### src/verilog/pbao_pkg.sv
/*
  constants, carrier types and helper functions of the port b/c/d
  alternate-function override block.
  assumes one system clock and peripherals that drive their override
  requests as plain levels in that clock's domain.
*/
// Function
// - spi slave forces select pin input
// - spi slave active only while select low
// - spi master: select direction from b0_dir_bit
// - forced spi inputs keep latch pull-up
// - pb7..4 value-only timer compare overrides
// - pb3..0 pull/dir overrides from spi mode
// - pb3..1 driven by spi; pb0 never
// - pb3..0 inputs routed to spi
// - legacy mode keeps port c output
// - port c carries address bits 8..15
// - pc7..4 released below mask 1..4
// - pc3..0 released below mask 5,6,7,7
// - legacy mode treats mask code as zero
// - legacy mode: pb7 timer2 compare only
// - legacy mode hides serial1 pins on d
// - serial1 clock direction from d4_dir_bit
// - serial1 clock only in synchronous mode
// - pd7/pd6 feed timer external clocks
// - pd4 feeds timer1 capture input
// - pd3 feeds external interrupt 3
// - serial1 transmitter forces pd3 output
package pbao_pkg;

  // ****************************************
  // field positions and codes
  // ****************************************
  localparam int unsigned PBAO_W          = 8;
  localparam int unsigned PBAO_MASK_W     = 3;
  localparam int unsigned PBAO_B_SELECT   = 0;
  localparam int unsigned PBAO_B_SCK      = 1;
  localparam int unsigned PBAO_B_MOSI     = 2;
  localparam int unsigned PBAO_B_MISO     = 3;
  localparam int unsigned PBAO_B_OC_LO    = 4;
  localparam int unsigned PBAO_D_CAPTURE  = 4;
  localparam int unsigned PBAO_D_TX       = 3;
  localparam int unsigned PBAO_D_SCLK     = 5;
  localparam int unsigned PBAO_D_T1CLK    = 6;
  localparam int unsigned PBAO_D_T2CLK    = 7;
  localparam int unsigned PBAO_D_SCLK_DIR = 4;
  // release limits for pc7..pc0, nibble 7 first
  localparam logic [7:0][3:0] PBAO_XMM_LIMIT = 32'h1234_5677;
  localparam logic [7:0] PBAO_ZERO8 = 8'h00;
  localparam logic [7:0] PBAO_ONES8 = 8'hFF;
  // cycles from a pin edge to its registered feed
  localparam logic [1:0] PBAO_FEED_LAT = 2'h3;

  // ****************************************
  // carriers
  // ****************************************
  typedef struct packed {
    logic [7:0] pull;
    logic [7:0] oe;
    logic [7:0] out;
  } pbao_pad_t;

  typedef struct packed {
    logic [7:0] pu_en;
    logic [7:0] pu_val;
    logic [7:0] dir_en;
    logic [7:0] dir_val;
    logic [7:0] val_en;
    logic [7:0] val_val;
  } pbao_ovr_t;

  localparam pbao_pad_t PBAO_PAD_RST = '0;
  localparam pbao_ovr_t PBAO_OVR_NONE = '0;

  // ****************************************
  // functions
  // ****************************************
  // merges overrides into the normal latch/direction path
  function automatic pbao_pad_t pbao_apply(input pbao_ovr_t o,
                                           input logic [7:0] latch,
                                           input logic [7:0] dir,
                                           input logic       pullup_global_off);
    pbao_pad_t p;
    p.pull = (o.pu_en & o.pu_val) | (~o.pu_en & latch & ~dir & {8{~pullup_global_off}});
    p.oe   = (o.dir_en & o.dir_val) | (~o.dir_en & dir);
    p.out  = (o.val_en & o.val_val) | (~o.val_en & latch);
    return p;
  endfunction

endpackage

### src/verilog/pbao_port_override.sv
/*
  pin override logic for ports b, c and d: spi and timer compare on b,
  external memory high address on c, timer/serial/interrupt on d.
  assumes peripherals on clk_i; pin levels arrive asynchronously.
*/
`timescale 1ns/1ns
module pbao_port_override (
  // clock and reset
  input  wire logic                 clk_i,
  input  wire logic                 rst_n_i,
  // port registers
  input  wire logic [7:0]           latch_b_i,
  input  wire logic [7:0]           dir_b_i,
  input  wire logic [7:0]           latch_c_i,
  input  wire logic [7:0]           dir_c_i,
  input  wire logic [7:0]           latch_d_i,
  input  wire logic [7:0]           dir_d_i,
  input  wire logic                 pullup_global_off_i,
  input  wire logic                 compat_mode_i,
  // spi
  input  wire logic                 spi_enable_bit_i,
  input  wire logic                 spi_master_select_i,
  input  wire logic                 spi_slave_out_i,
  input  wire logic                 spi_master_out_i,
  input  wire logic                 spi_sck_out_i,
  // timer compare outputs, index 0..4 = t0, t1a, t1b, t1c, t2
  input  wire logic [4:0]           cmp_out_i,
  input  wire logic [4:0]           cmp_en_i,
  // external memory
  input  wire logic                 ext_mem_enable_i,
  input  wire logic [2:0]           ext_mem_mask_code_i,
  input  wire logic [7:0]           ext_mem_addr_hi_i,
  // serial1
  input  wire logic                 serial1_sync_mode_i,
  input  wire logic                 serial1_sync_clk_out_i,
  input  wire logic                 serial1_tx_enable_i,
  input  wire logic                 serial1_tx_out_i,
  // pins
  input  wire logic [7:0]           pin_b_i,
  input  wire logic [7:0]           pin_c_i,
  input  wire logic [7:0]           pin_d_i,
  // pad drive
  output pbao_pkg::pbao_pad_t       pad_b_o,
  output pbao_pkg::pbao_pad_t       pad_c_o,
  output pbao_pkg::pbao_pad_t       pad_d_o,
  // peripheral input feeds
  output logic                      spi_master_in_o,
  output logic                      spi_slave_in_o,
  output logic                      spi_sck_in_o,
  output logic                      spi_select_n_o,
  output logic                      spi_slave_active_o,
  output logic                      timer2_ext_clock_in_o,
  output logic                      timer1_ext_clock_in_o,
  output logic                      timer1_capture_in_o,
  output logic                      ext_irq_3_in_o,
  output logic                      serial1_sync_clk_in_o
);

  // ****************************************
  // pin synchronisers
  // ****************************************
  logic [7:0] sync1_b_q, sync2_b_q;
  logic [7:0] sync1_c_q, sync2_c_q;
  logic [7:0] sync1_d_q, sync2_d_q;

  always_ff @(posedge clk_i or negedge rst_n_i) begin
    if (!rst_n_i) begin
      // idle-high reset keeps the select from reading low after reset
      sync1_b_q <= pbao_pkg::PBAO_ONES8;
      sync2_b_q <= pbao_pkg::PBAO_ONES8;
      sync1_c_q <= pbao_pkg::PBAO_ZERO8;
      sync2_c_q <= pbao_pkg::PBAO_ZERO8;
      sync1_d_q <= pbao_pkg::PBAO_ZERO8;
      sync2_d_q <= pbao_pkg::PBAO_ZERO8;
    end else begin
      sync1_b_q <= pin_b_i;
      sync2_b_q <= sync1_b_q;
      sync1_c_q <= pin_c_i;
      sync2_c_q <= sync1_c_q;
      sync1_d_q <= pin_d_i;
      sync2_d_q <= sync1_d_q;
    end
  end

  // ****************************************
  // override build
  // ****************************************
  logic                spi_master;
  logic                spi_slave;
  logic                s1_sync;
  logic                s1_tx;
  logic                t1c_ok;
  logic [2:0]          mask_eff;
  logic [7:0]          c_rel;
  pbao_pkg::pbao_ovr_t ovr_b, ovr_c, ovr_d;

  always_comb begin
    spi_master = spi_enable_bit_i & spi_master_select_i;
    spi_slave  = spi_enable_bit_i & ~spi_master_select_i;
    s1_sync    = serial1_sync_mode_i & ~compat_mode_i;
    s1_tx      = serial1_tx_enable_i & ~compat_mode_i;
    // no timer1 compare c in legacy mode
    t1c_ok     = cmp_en_i[3] & ~compat_mode_i;
    mask_eff   = compat_mode_i ? '0 : ext_mem_mask_code_i;
    for (int i = 0; i < 8; i++) begin
      c_rel[i] = ext_mem_enable_i & ({1'b0, mask_eff} < pbao_pkg::PBAO_XMM_LIMIT[i]);
    end
  end

  always_comb begin
    ovr_b = pbao_pkg::PBAO_OVR_NONE;
    ovr_b.val_en[4]  = cmp_en_i[0];
    ovr_b.val_val[4] = cmp_out_i[0];
    ovr_b.val_en[5]  = cmp_en_i[1];
    ovr_b.val_val[5] = cmp_out_i[1];
    ovr_b.val_en[6]  = cmp_en_i[2];
    ovr_b.val_val[6] = cmp_out_i[2];
    ovr_b.val_en[7]  = cmp_en_i[4] | t1c_ok;
    ovr_b.val_val[7] = cmp_en_i[4] ? cmp_out_i[4] : cmp_out_i[3];
    ovr_b.dir_en[3:0] = {spi_master, spi_slave, spi_slave, spi_slave};
    ovr_b.pu_en[3:0]  = ovr_b.dir_en[3:0];
    ovr_b.pu_val[3:0] = latch_b_i[3:0] & {4{~pullup_global_off_i}};
    // spi drives bits 3..1, bit 0 value untouched
    ovr_b.val_en[3:1]  = {spi_slave, spi_master, spi_master};
    ovr_b.val_val[3:1] = {spi_slave_out_i, spi_master_out_i, spi_sck_out_i};
  end

  always_comb begin
    ovr_c = pbao_pkg::PBAO_OVR_NONE;
    // address high byte on port c
    ovr_c.pu_en   = c_rel;
    ovr_c.dir_en  = c_rel;
    ovr_c.dir_val = pbao_pkg::PBAO_ONES8;
    ovr_c.val_en  = c_rel;
    ovr_c.val_val = ext_mem_addr_hi_i;
    // legacy mode keeps port c output
    if (compat_mode_i) begin
      ovr_c.dir_en = pbao_pkg::PBAO_ONES8;
      ovr_c.pu_en  = pbao_pkg::PBAO_ONES8;
    end
  end

  always_comb begin
    ovr_d = pbao_pkg::PBAO_OVR_NONE;
    // serial1 clock in sync mode only
    ovr_d.val_en[pbao_pkg::PBAO_D_SCLK]  = s1_sync;
    ovr_d.val_val[pbao_pkg::PBAO_D_SCLK] = serial1_sync_clk_out_i;
    ovr_d.dir_en[pbao_pkg::PBAO_D_SCLK]  = s1_sync;
    ovr_d.dir_val[pbao_pkg::PBAO_D_SCLK] = dir_d_i[pbao_pkg::PBAO_D_SCLK_DIR];
    ovr_d.pu_en[pbao_pkg::PBAO_D_TX]   = s1_tx;
    ovr_d.dir_en[pbao_pkg::PBAO_D_TX]  = s1_tx;
    ovr_d.dir_val[pbao_pkg::PBAO_D_TX] = 1'b1;
    ovr_d.val_en[pbao_pkg::PBAO_D_TX]  = s1_tx;
    ovr_d.val_val[pbao_pkg::PBAO_D_TX] = serial1_tx_out_i;
  end

  // ****************************************
  // pad registers
  // ****************************************
  pbao_pkg::pbao_pad_t pad_b_q, pad_c_q, pad_d_q;

  always_ff @(posedge clk_i or negedge rst_n_i) begin
    if (!rst_n_i) begin
      pad_b_q <= pbao_pkg::PBAO_PAD_RST;
      pad_c_q <= pbao_pkg::PBAO_PAD_RST;
      pad_d_q <= pbao_pkg::PBAO_PAD_RST;
    end else begin
      pad_b_q <= pbao_pkg::pbao_apply(ovr_b, latch_b_i, dir_b_i, pullup_global_off_i);
      pad_c_q <= pbao_pkg::pbao_apply(ovr_c, latch_c_i, dir_c_i, pullup_global_off_i);
      pad_d_q <= pbao_pkg::pbao_apply(ovr_d, latch_d_i, dir_d_i, pullup_global_off_i);
    end
  end

  assign pad_b_o = pad_b_q;
  assign pad_c_o = pad_c_q;
  assign pad_d_o = pad_d_q;

  // ****************************************
  // input feeds
  // ****************************************
  always_ff @(posedge clk_i or negedge rst_n_i) begin
    if (!rst_n_i) begin
      spi_master_in_o    <= 1'b0;
      spi_slave_in_o     <= 1'b0;
      spi_sck_in_o       <= 1'b0;
      spi_select_n_o     <= 1'b1;
      spi_slave_active_o <= 1'b0;
    end else begin
      spi_master_in_o    <= sync2_b_q[pbao_pkg::PBAO_B_MISO];
      spi_slave_in_o     <= sync2_b_q[pbao_pkg::PBAO_B_MOSI];
      spi_sck_in_o       <= sync2_b_q[pbao_pkg::PBAO_B_SCK];
      spi_select_n_o     <= sync2_b_q[pbao_pkg::PBAO_B_SELECT];
      spi_slave_active_o <= spi_slave & ~sync2_b_q[pbao_pkg::PBAO_B_SELECT];
    end
  end

  always_ff @(posedge clk_i or negedge rst_n_i) begin
    if (!rst_n_i) begin
      timer2_ext_clock_in_o <= 1'b0;
      timer1_ext_clock_in_o <= 1'b0;
      timer1_capture_in_o   <= 1'b0;
      ext_irq_3_in_o        <= 1'b0;
      serial1_sync_clk_in_o <= 1'b0;
    end else begin
      timer2_ext_clock_in_o <= sync2_d_q[pbao_pkg::PBAO_D_T2CLK];
      timer1_ext_clock_in_o <= sync2_d_q[pbao_pkg::PBAO_D_T1CLK];
      timer1_capture_in_o   <= sync2_d_q[pbao_pkg::PBAO_D_CAPTURE];
      ext_irq_3_in_o        <= sync2_d_q[pbao_pkg::PBAO_D_TX];
      // clock input only in sync mode
      serial1_sync_clk_in_o <= s1_sync & sync2_d_q[pbao_pkg::PBAO_D_SCLK];
    end
  end

  // ****************************************
  // assertions
  // ****************************************
  logic [1:0] settle_q;

  always_ff @(posedge clk_i or negedge rst_n_i) begin
    if (!rst_n_i) begin
      settle_q <= 2'h0;
    end else if (settle_q != pbao_pkg::PBAO_FEED_LAT) begin
      settle_q <= settle_q + 2'h1;
    end
  end

  property p_slave_select_in;
    @(posedge clk_i) disable iff (!rst_n_i)
      (spi_enable_bit_i && !spi_master_select_i) |=> !pad_b_o.oe[0];
  endproperty
  a_slave_select_in: assert property (p_slave_select_in)
    else $error("select pin not forced input in spi slave mode");

  property p_slave_active;
    @(posedge clk_i) disable iff (!rst_n_i)
      (spi_enable_bit_i && !spi_master_select_i && !pin_b_i[0]) [*3]
        |=> spi_slave_active_o;
  endproperty
  a_slave_active: assert property (p_slave_active)
    else $error("spi slave not active while select held low");

  property p_master_select_dir;
    @(posedge clk_i) disable iff (!rst_n_i)
      (spi_enable_bit_i && spi_master_select_i) |=> pad_b_o.oe[0] == $past(dir_b_i[0]);
  endproperty
  a_master_select_dir: assert property (p_master_select_dir)
    else $error("select direction overridden in spi master mode");

  property p_forced_pullup;
    @(posedge clk_i) disable iff (!rst_n_i)
      (spi_enable_bit_i && !spi_master_select_i)
        |=> pad_b_o.pull[1] == ($past(latch_b_i[1]) && !$past(pullup_global_off_i));
  endproperty
  a_forced_pullup: assert property (p_forced_pullup)
    else $error("forced spi input lost latch pull-up");

  property p_compare_value;
    @(posedge clk_i) disable iff (!rst_n_i)
      cmp_en_i[2] |=> pad_b_o.out[6] == $past(cmp_out_i[2]) && pad_b_o.oe[6] == $past(dir_b_i[6]);
  endproperty
  a_compare_value: assert property (p_compare_value)
    else $error("compare output or direction wrong on pb6");

  property p_bit0_value;
    @(posedge clk_i) disable iff (!rst_n_i)
      1'b1 |=> pad_b_o.out[0] == $past(latch_b_i[0]);
  endproperty
  a_bit0_value: assert property (p_bit0_value)
    else $error("pb0 output value overridden");

  property p_spi_route;
    @(posedge clk_i) disable iff (!rst_n_i)
      (settle_q == pbao_pkg::PBAO_FEED_LAT)
        |-> $past(pin_b_i[3], 3) == spi_master_in_o ##1 $past(pin_b_i[2], 3) == spi_slave_in_o;
  endproperty
  a_spi_route: assert property (p_spi_route)
    else $error("spi input routing wrong");

  property p_legacy_out;
    @(posedge clk_i) disable iff (!rst_n_i)
      compat_mode_i |=> pad_c_o.oe == pbao_pkg::PBAO_ONES8;
  endproperty
  a_legacy_out: assert property (p_legacy_out)
    else $error("port c not all output in legacy mode");

  property p_mask_release;
    @(posedge clk_i) disable iff (!rst_n_i)
      (ext_mem_enable_i && !compat_mode_i && ext_mem_mask_code_i == 3'h3)
        |=> pad_c_o.out[4] == $past(ext_mem_addr_hi_i[4])
            && pad_c_o.out[5] == $past(latch_c_i[5]);
  endproperty
  a_mask_release: assert property (p_mask_release)
    else $error("port c release threshold wrong");

  property p_legacy_mask;
    @(posedge clk_i) disable iff (!rst_n_i)
      (ext_mem_enable_i && compat_mode_i) |=> pad_c_o.out == $past(ext_mem_addr_hi_i);
  endproperty
  a_legacy_mask: assert property (p_legacy_mask)
    else $error("legacy mode did not release full address byte");

  property p_tx_force;
    @(posedge clk_i) disable iff (!rst_n_i)
      (serial1_tx_enable_i && !compat_mode_i)
        |=> pad_d_o.oe[3] && pad_d_o.out[3] == $past(serial1_tx_out_i);
  endproperty
  a_tx_force: assert property (p_tx_force)
    else $error("pd3 not driving transmit data");

  property p_timer_clock;
    @(posedge clk_i) disable iff (!rst_n_i)
      (settle_q == pbao_pkg::PBAO_FEED_LAT) |-> timer2_ext_clock_in_o == $past(pin_d_i[7], 3);
  endproperty
  a_timer_clock: assert property (p_timer_clock)
    else $error("timer2 external clock feed wrong");

endmodule

### config.mk
export PLATFORM = sky130hd
export DESIGN_NAME = pbao_port_override
export DESIGN_NICKNAME = d
export VERILOG_FILES = /design/src/verilog/pbao_pkg.sv /design/src/verilog/pbao_port_override.sv
export SDC_FILE = /design/constraint.sdc
export NUM_CORES = 1
export LEC_CHECK = 0
export BUFFER_PORTS_ARGS = -buffer_cell sky130_fd_sc_hd__buf_2
export CAP_MARGIN = 0
export CELL_PAD_IN_SITES_DETAIL_PLACEMENT = 0
export CELL_PAD_IN_SITES_GLOBAL_PLACEMENT = 2
export CORE_MARGIN = 2
export CORE_UTILIZATION = 27
export CTS_CLUSTER_DIAMETER = 60
export DETAILED_ROUTE_END_ITERATION = 8
export PLACE_DENSITY = 0.86
export SLEW_MARGIN = 20
export SYNTH_ARGS = -nofsm -noshare
export SYNTH_HDL_FRONTEND = slang
export SYNTH_SLANG_ARGS = --single-unit
### constraint.sdc
create_clock -name clk_i -period 0.9 [get_ports clk_i]
set_clock_uncertainty 0.15 [all_clocks]
set_input_delay 0 -clock clk_i [delete_from_list [all_inputs] [get_ports clk_i]]
set_output_delay 0 -clock clk_i [all_outputs]
set_load 0.01 [all_outputs]
==> impl_metrics.py <==
metrics = {
    "outcome": {
        "status": "finished, violations left",
        "violations_in_the_final_reports": "negative hold slack, negative setup slack",
    },
    "power": {
        "pwrdens_nw_per_um2": 1850,
        "power_dissipated_by_switching_net_loads_mw": 2.39,
        "netSwitchingFraction_pct": 23.0,
        "seq_power_share_pct": 46.3,
        "share_comb_of_total_power_pct": 12.3,
        "power_internal_mw": 7.99,
        "cellLeakagePower_nw": 2.74,
        "vdd_drop_max_v": 0.00106,
        "finalPower_mw": 10.4,
        "power.clock.fraction_pct": 41.4,
    },
    "synthesis": {
        "yosys.cell_types.count": 26,
        "synth.avg_cell_area_um2": 16.5,
        "synth_compound_area_share_pct": 2.27,
        "postSynthRegisterBits": 100,
        "synth_sequential_area_ratio_pct": 78.6,
        "synth-adder-area-share_pct": 0,
        "main_combinational_cell_family_by_area_after_synthesis": "simple AND/OR/NAND/NOR gates",
        "synth-async-reset-ratio_pct": 100,
        "synthFlopType": "sky130_fd_sc_hd__dfrtp_1",
        "area_share_of_xor_xnor_cells_in_the_synthesized_design_pct": 0,
        "number_of_flops_mapped_to_enable_cells_by_yosys": 0,
        "synth_mux_area_share_pct": 6.41,
        "syn_inst": 194,
        "post_synth_and_or_nand_nor_area_fraction_pct": 11.5,
        "synth_nets": 301,
        "syn-cell-area_um2": 3200,
        "synth-warning-count": 0,
    },
    "hold_path": {
        "holdCritPathClass": "input port to flip-flop",
    },
    "floorplanning": {
        "floorplan.io_pins": 189,
        "fp-row-count": 39,
        "start_util_pct": 27.9,
        "floorplan.die.height_um": 113,
        "floorplan_die_area_um2": 12700,
        "core_region_area_um2": 11500,
        "die_width_um": 113,
    },
    "sta": {
        "worst_slew_pin_slew_ps": 242,
        "whs_ps": -275,
        "final.setup.worst_slack_ps": -222,
        "final-setup-viol-count": 82,
        "final_max_slew_viol_count": 0,
        "post-route-min-period_ps": 1120,
        "final_hold_violation_count": 45,
        "max-slew-margin-rel_pct": 83.8,
        "achievable-frequency_mhz": 891,
        "layout_worst_path_cycle_share_pct": 125,
        "rsz0062_at_grt": "yes",
    },
    "placed_design": {
        "dp_slack_ps": -282,
        "placedInstanceArea_um2": 4400,
        "inst_count_dp": 521,
        "port_buffers": 173,
        "finalWeightedCongestion": 0.728,
        "hpwl_mm": 5.99,
    },
    "worst_setup_path": {
        "crit_path_start_kind": "flip-flop",
        "critPathCaptureType": "output pin",
        "critical_path.top_delay_family": "flip-flops",
        "worstPathMaxFanout": 1,
        "buf_inv_on_cp": 1,
        "cp_data_arrival_time_ps": 970,
        "timing.setup.critical_path_class": "flip-flop to output pin",
        "worstPathCellList": "buf_6",
        "slowest_delay_ps": 540,
        "timing.critical_path.required_ps": 750,
        "slowest_stage": "sky130_fd_sc_hd__dfstp_2",
    },
    "cts": {
        "insertion_delay_ps": 340,
        "cts_hold_buffers_added": 76,
        "cts_tree": "built",
        "numCtsBuffers": 9,
        "cts_root_buf": "sky130_fd_sc_hd__clkbuf_16",
        "clock-sinks": 100,
        "clock_tree.buffer_depth": 2,
        "clkSlewWorstSetupHoldPaths_ps": 70,
        "ctsHtreeMaxLevel": 3,
        "cts.repair_timing.setup_buffer_count": 0,
    },
    "grt": {
        "globalRoute.busiestLayer": "met2",
        "gr-total-overflow": 0,
        "groute.layer.met2.usage_pct": 25.1,
        "vias_in_the_first_global_route": 2723,
        "largest_net_degree_at_the_start_of_global_routing": 47,
        "antenna_found_initial": 0,
        "grt_pass1_wl_mm": 13.5,
        "use_met1_pct": 14.8,
        "globalRouteTotalUtil_pct": 13.8,
        "grt_util_met3_pct": 5.46,
    },
    "final_layout": {
        "nNetsFinal": 571,
        "final_area_um2": 5620,
        "final_layout_size_suffix_gt1_share_pct": 52.0,
        "n_fill_cell": 991,
        "antennaDiodeCount": 0,
        "instances_no_fill": 612,
        "area_growth_pct": 75.7,
    },
    "route": {
        "route.detailed.wl_per_inst_um": 13.9,
        "detail-route-antenna-nets": 0,
        "route.detailed.drc": 0,
        "drt_pre_antenna_iters": 4,
        "detailedRoute.firstIterationViolations": 78,
        "total_via_count_in_the_routed_design": 2520,
        "routed_via_density": 4.12,
        "route.final.wire_length_mm": 8.49,
    },
    "job": {
        "maxCapViolations": 0,
    },
}
[cells by family (layout without fill, tap and decap cells)]
logic type / count (synthesis) / after routing
and+or+nand+nor: 57 / 57
DFF: 100 / 100
buffers and inverters: 6 / 281
AOI/OAI and AO/OA: 13 / 13
muxes: 18 / 18
[cell usage after synthesis (3+ instances only)]
| cell | count | area [um2] |
|---|---|---|
| sky130_fd_sc_hd__nor2b_1 | 3 | 18.8 |
| sky130_fd_sc_hd__and2_1 | 6 | 37.5 |
| sky130_fd_sc_hd__nand2_1 | 7 | 26.3 |
| sky130_fd_sc_hd__dfrtp_1 | 91 | 2280 |
| sky130_fd_sc_hd__o21ai_1 | 5 | 25.0 |
| sky130_fd_sc_hd__nand2b_1 | 5 | 31.3 |
| sky130_fd_sc_hd__dfstp_2 | 9 | 236 |
| sky130_fd_sc_hd__o21ai_0 | 4 | 20.0 |
| sky130_fd_sc_hd__nor2_1 | 8 | 30.0 |
| sky130_fd_sc_hd__nor3b_1 | 20 | 150 |
| sky130_fd_sc_hd__mux2_2 | 15 | 169 |
[worst paths after layout]
kind | from | to | slack [ps] | depth (start not counted)
max in group asynchronous | rst_n_i | sync1_b_q[0] | 210 | 3
worst min register to register | sync1_d_q[3] | sync2_d_q[3] | 200 | 0
worst min-delay path | dir_d_i[3] | pad_d_o[11] | -280 | 2
min in group asynchronous | rst_n_i | spi_master_in_o | -100 | 2
worst max register to register | sync2_b_q[0] | spi_slave_active_o | 70 | 1
worst max-delay path | spi_select_n_o | spi_select_n_o | -220 | 1
[cell type report]
cell class                 instances  area, um2  area share (%)
clock buffer                       9        225            4.01
clock inverter                     7        114            2.03
inverter                           1       3.75          0.0668
multi-input combinational         88        697            12.4
sequential                       100       2510            44.7
tap                              143        179            3.18
timing repair buffer             264       1890            33.6
[registers in the layout, indices dropped and copies added, names as in the netlist, 4 cells and up]
signal     cells
pad_b_o       24
pad_c_o       24
pad_d_o       24
sync1_b_q      4
sync1_d_q      5
sync2_b_q      4
sync2_d_q      5
[through the flow]
stage                     util [%]  TNS [ps]
final                         49.0     -7460
after global routing          49.0    -10900
after CTS                     48.5     -9820
after detailed placement      38.4     -4490
after global placement        38.4     -3990
after floorplan                  -      -176
[cells in the final DEF (no fill, tap or decap), drive strengths merged, types with 3 or more instances in the layout]
cell type / netlist / final
mux2: 17 / 17
nor3b: 22 / 22
nor2b: 3 / 3
dfrtp: 91 / 91
and2: 6 / 6
nand2b: 5 / 5
dfstp: 9 / 9
o21ai: 9 / 9
nand2: 7 / 7
buf: 3 / 189
clkbuf: 2 / 9
nor2: 8 / 8
inv: 1 / 5
dlygate4sd3: 0 / 75
[what timing repair did]
item                                   4_1_cts  5_1_grt
resized for setup                           14       12
cloned                                       0        0
setup endpoints to repair                   82       99
endpoints found under the hold margin      183       43
[power by group through the flow]
stage | clock, mW | sequential (mW) | combinational (mW)
2_1_floorplan | 0 | 4.99 | 0.237
3_3_place_gp | 0 | 4.88 | 0.972
3_5_place_dp | 0 | 4.89 | 0.989
4_1_cts | 4.42 | 4.81 | 1.27
5_1_grt | 4.63 | 4.84 | 1.40
6_report | 4.30 | 4.81 | 1.28
[per-layer routing]
metal,up-vias,part of all wire [%],routed length (um)
met2,111,51,4360
met3,7,8.9,755
met1,1212,39,3300
li1,1190,-,-
met4,0,0.92,78
met5,-,0,0
Note: power is estimated with default switching activity, not from simulation.
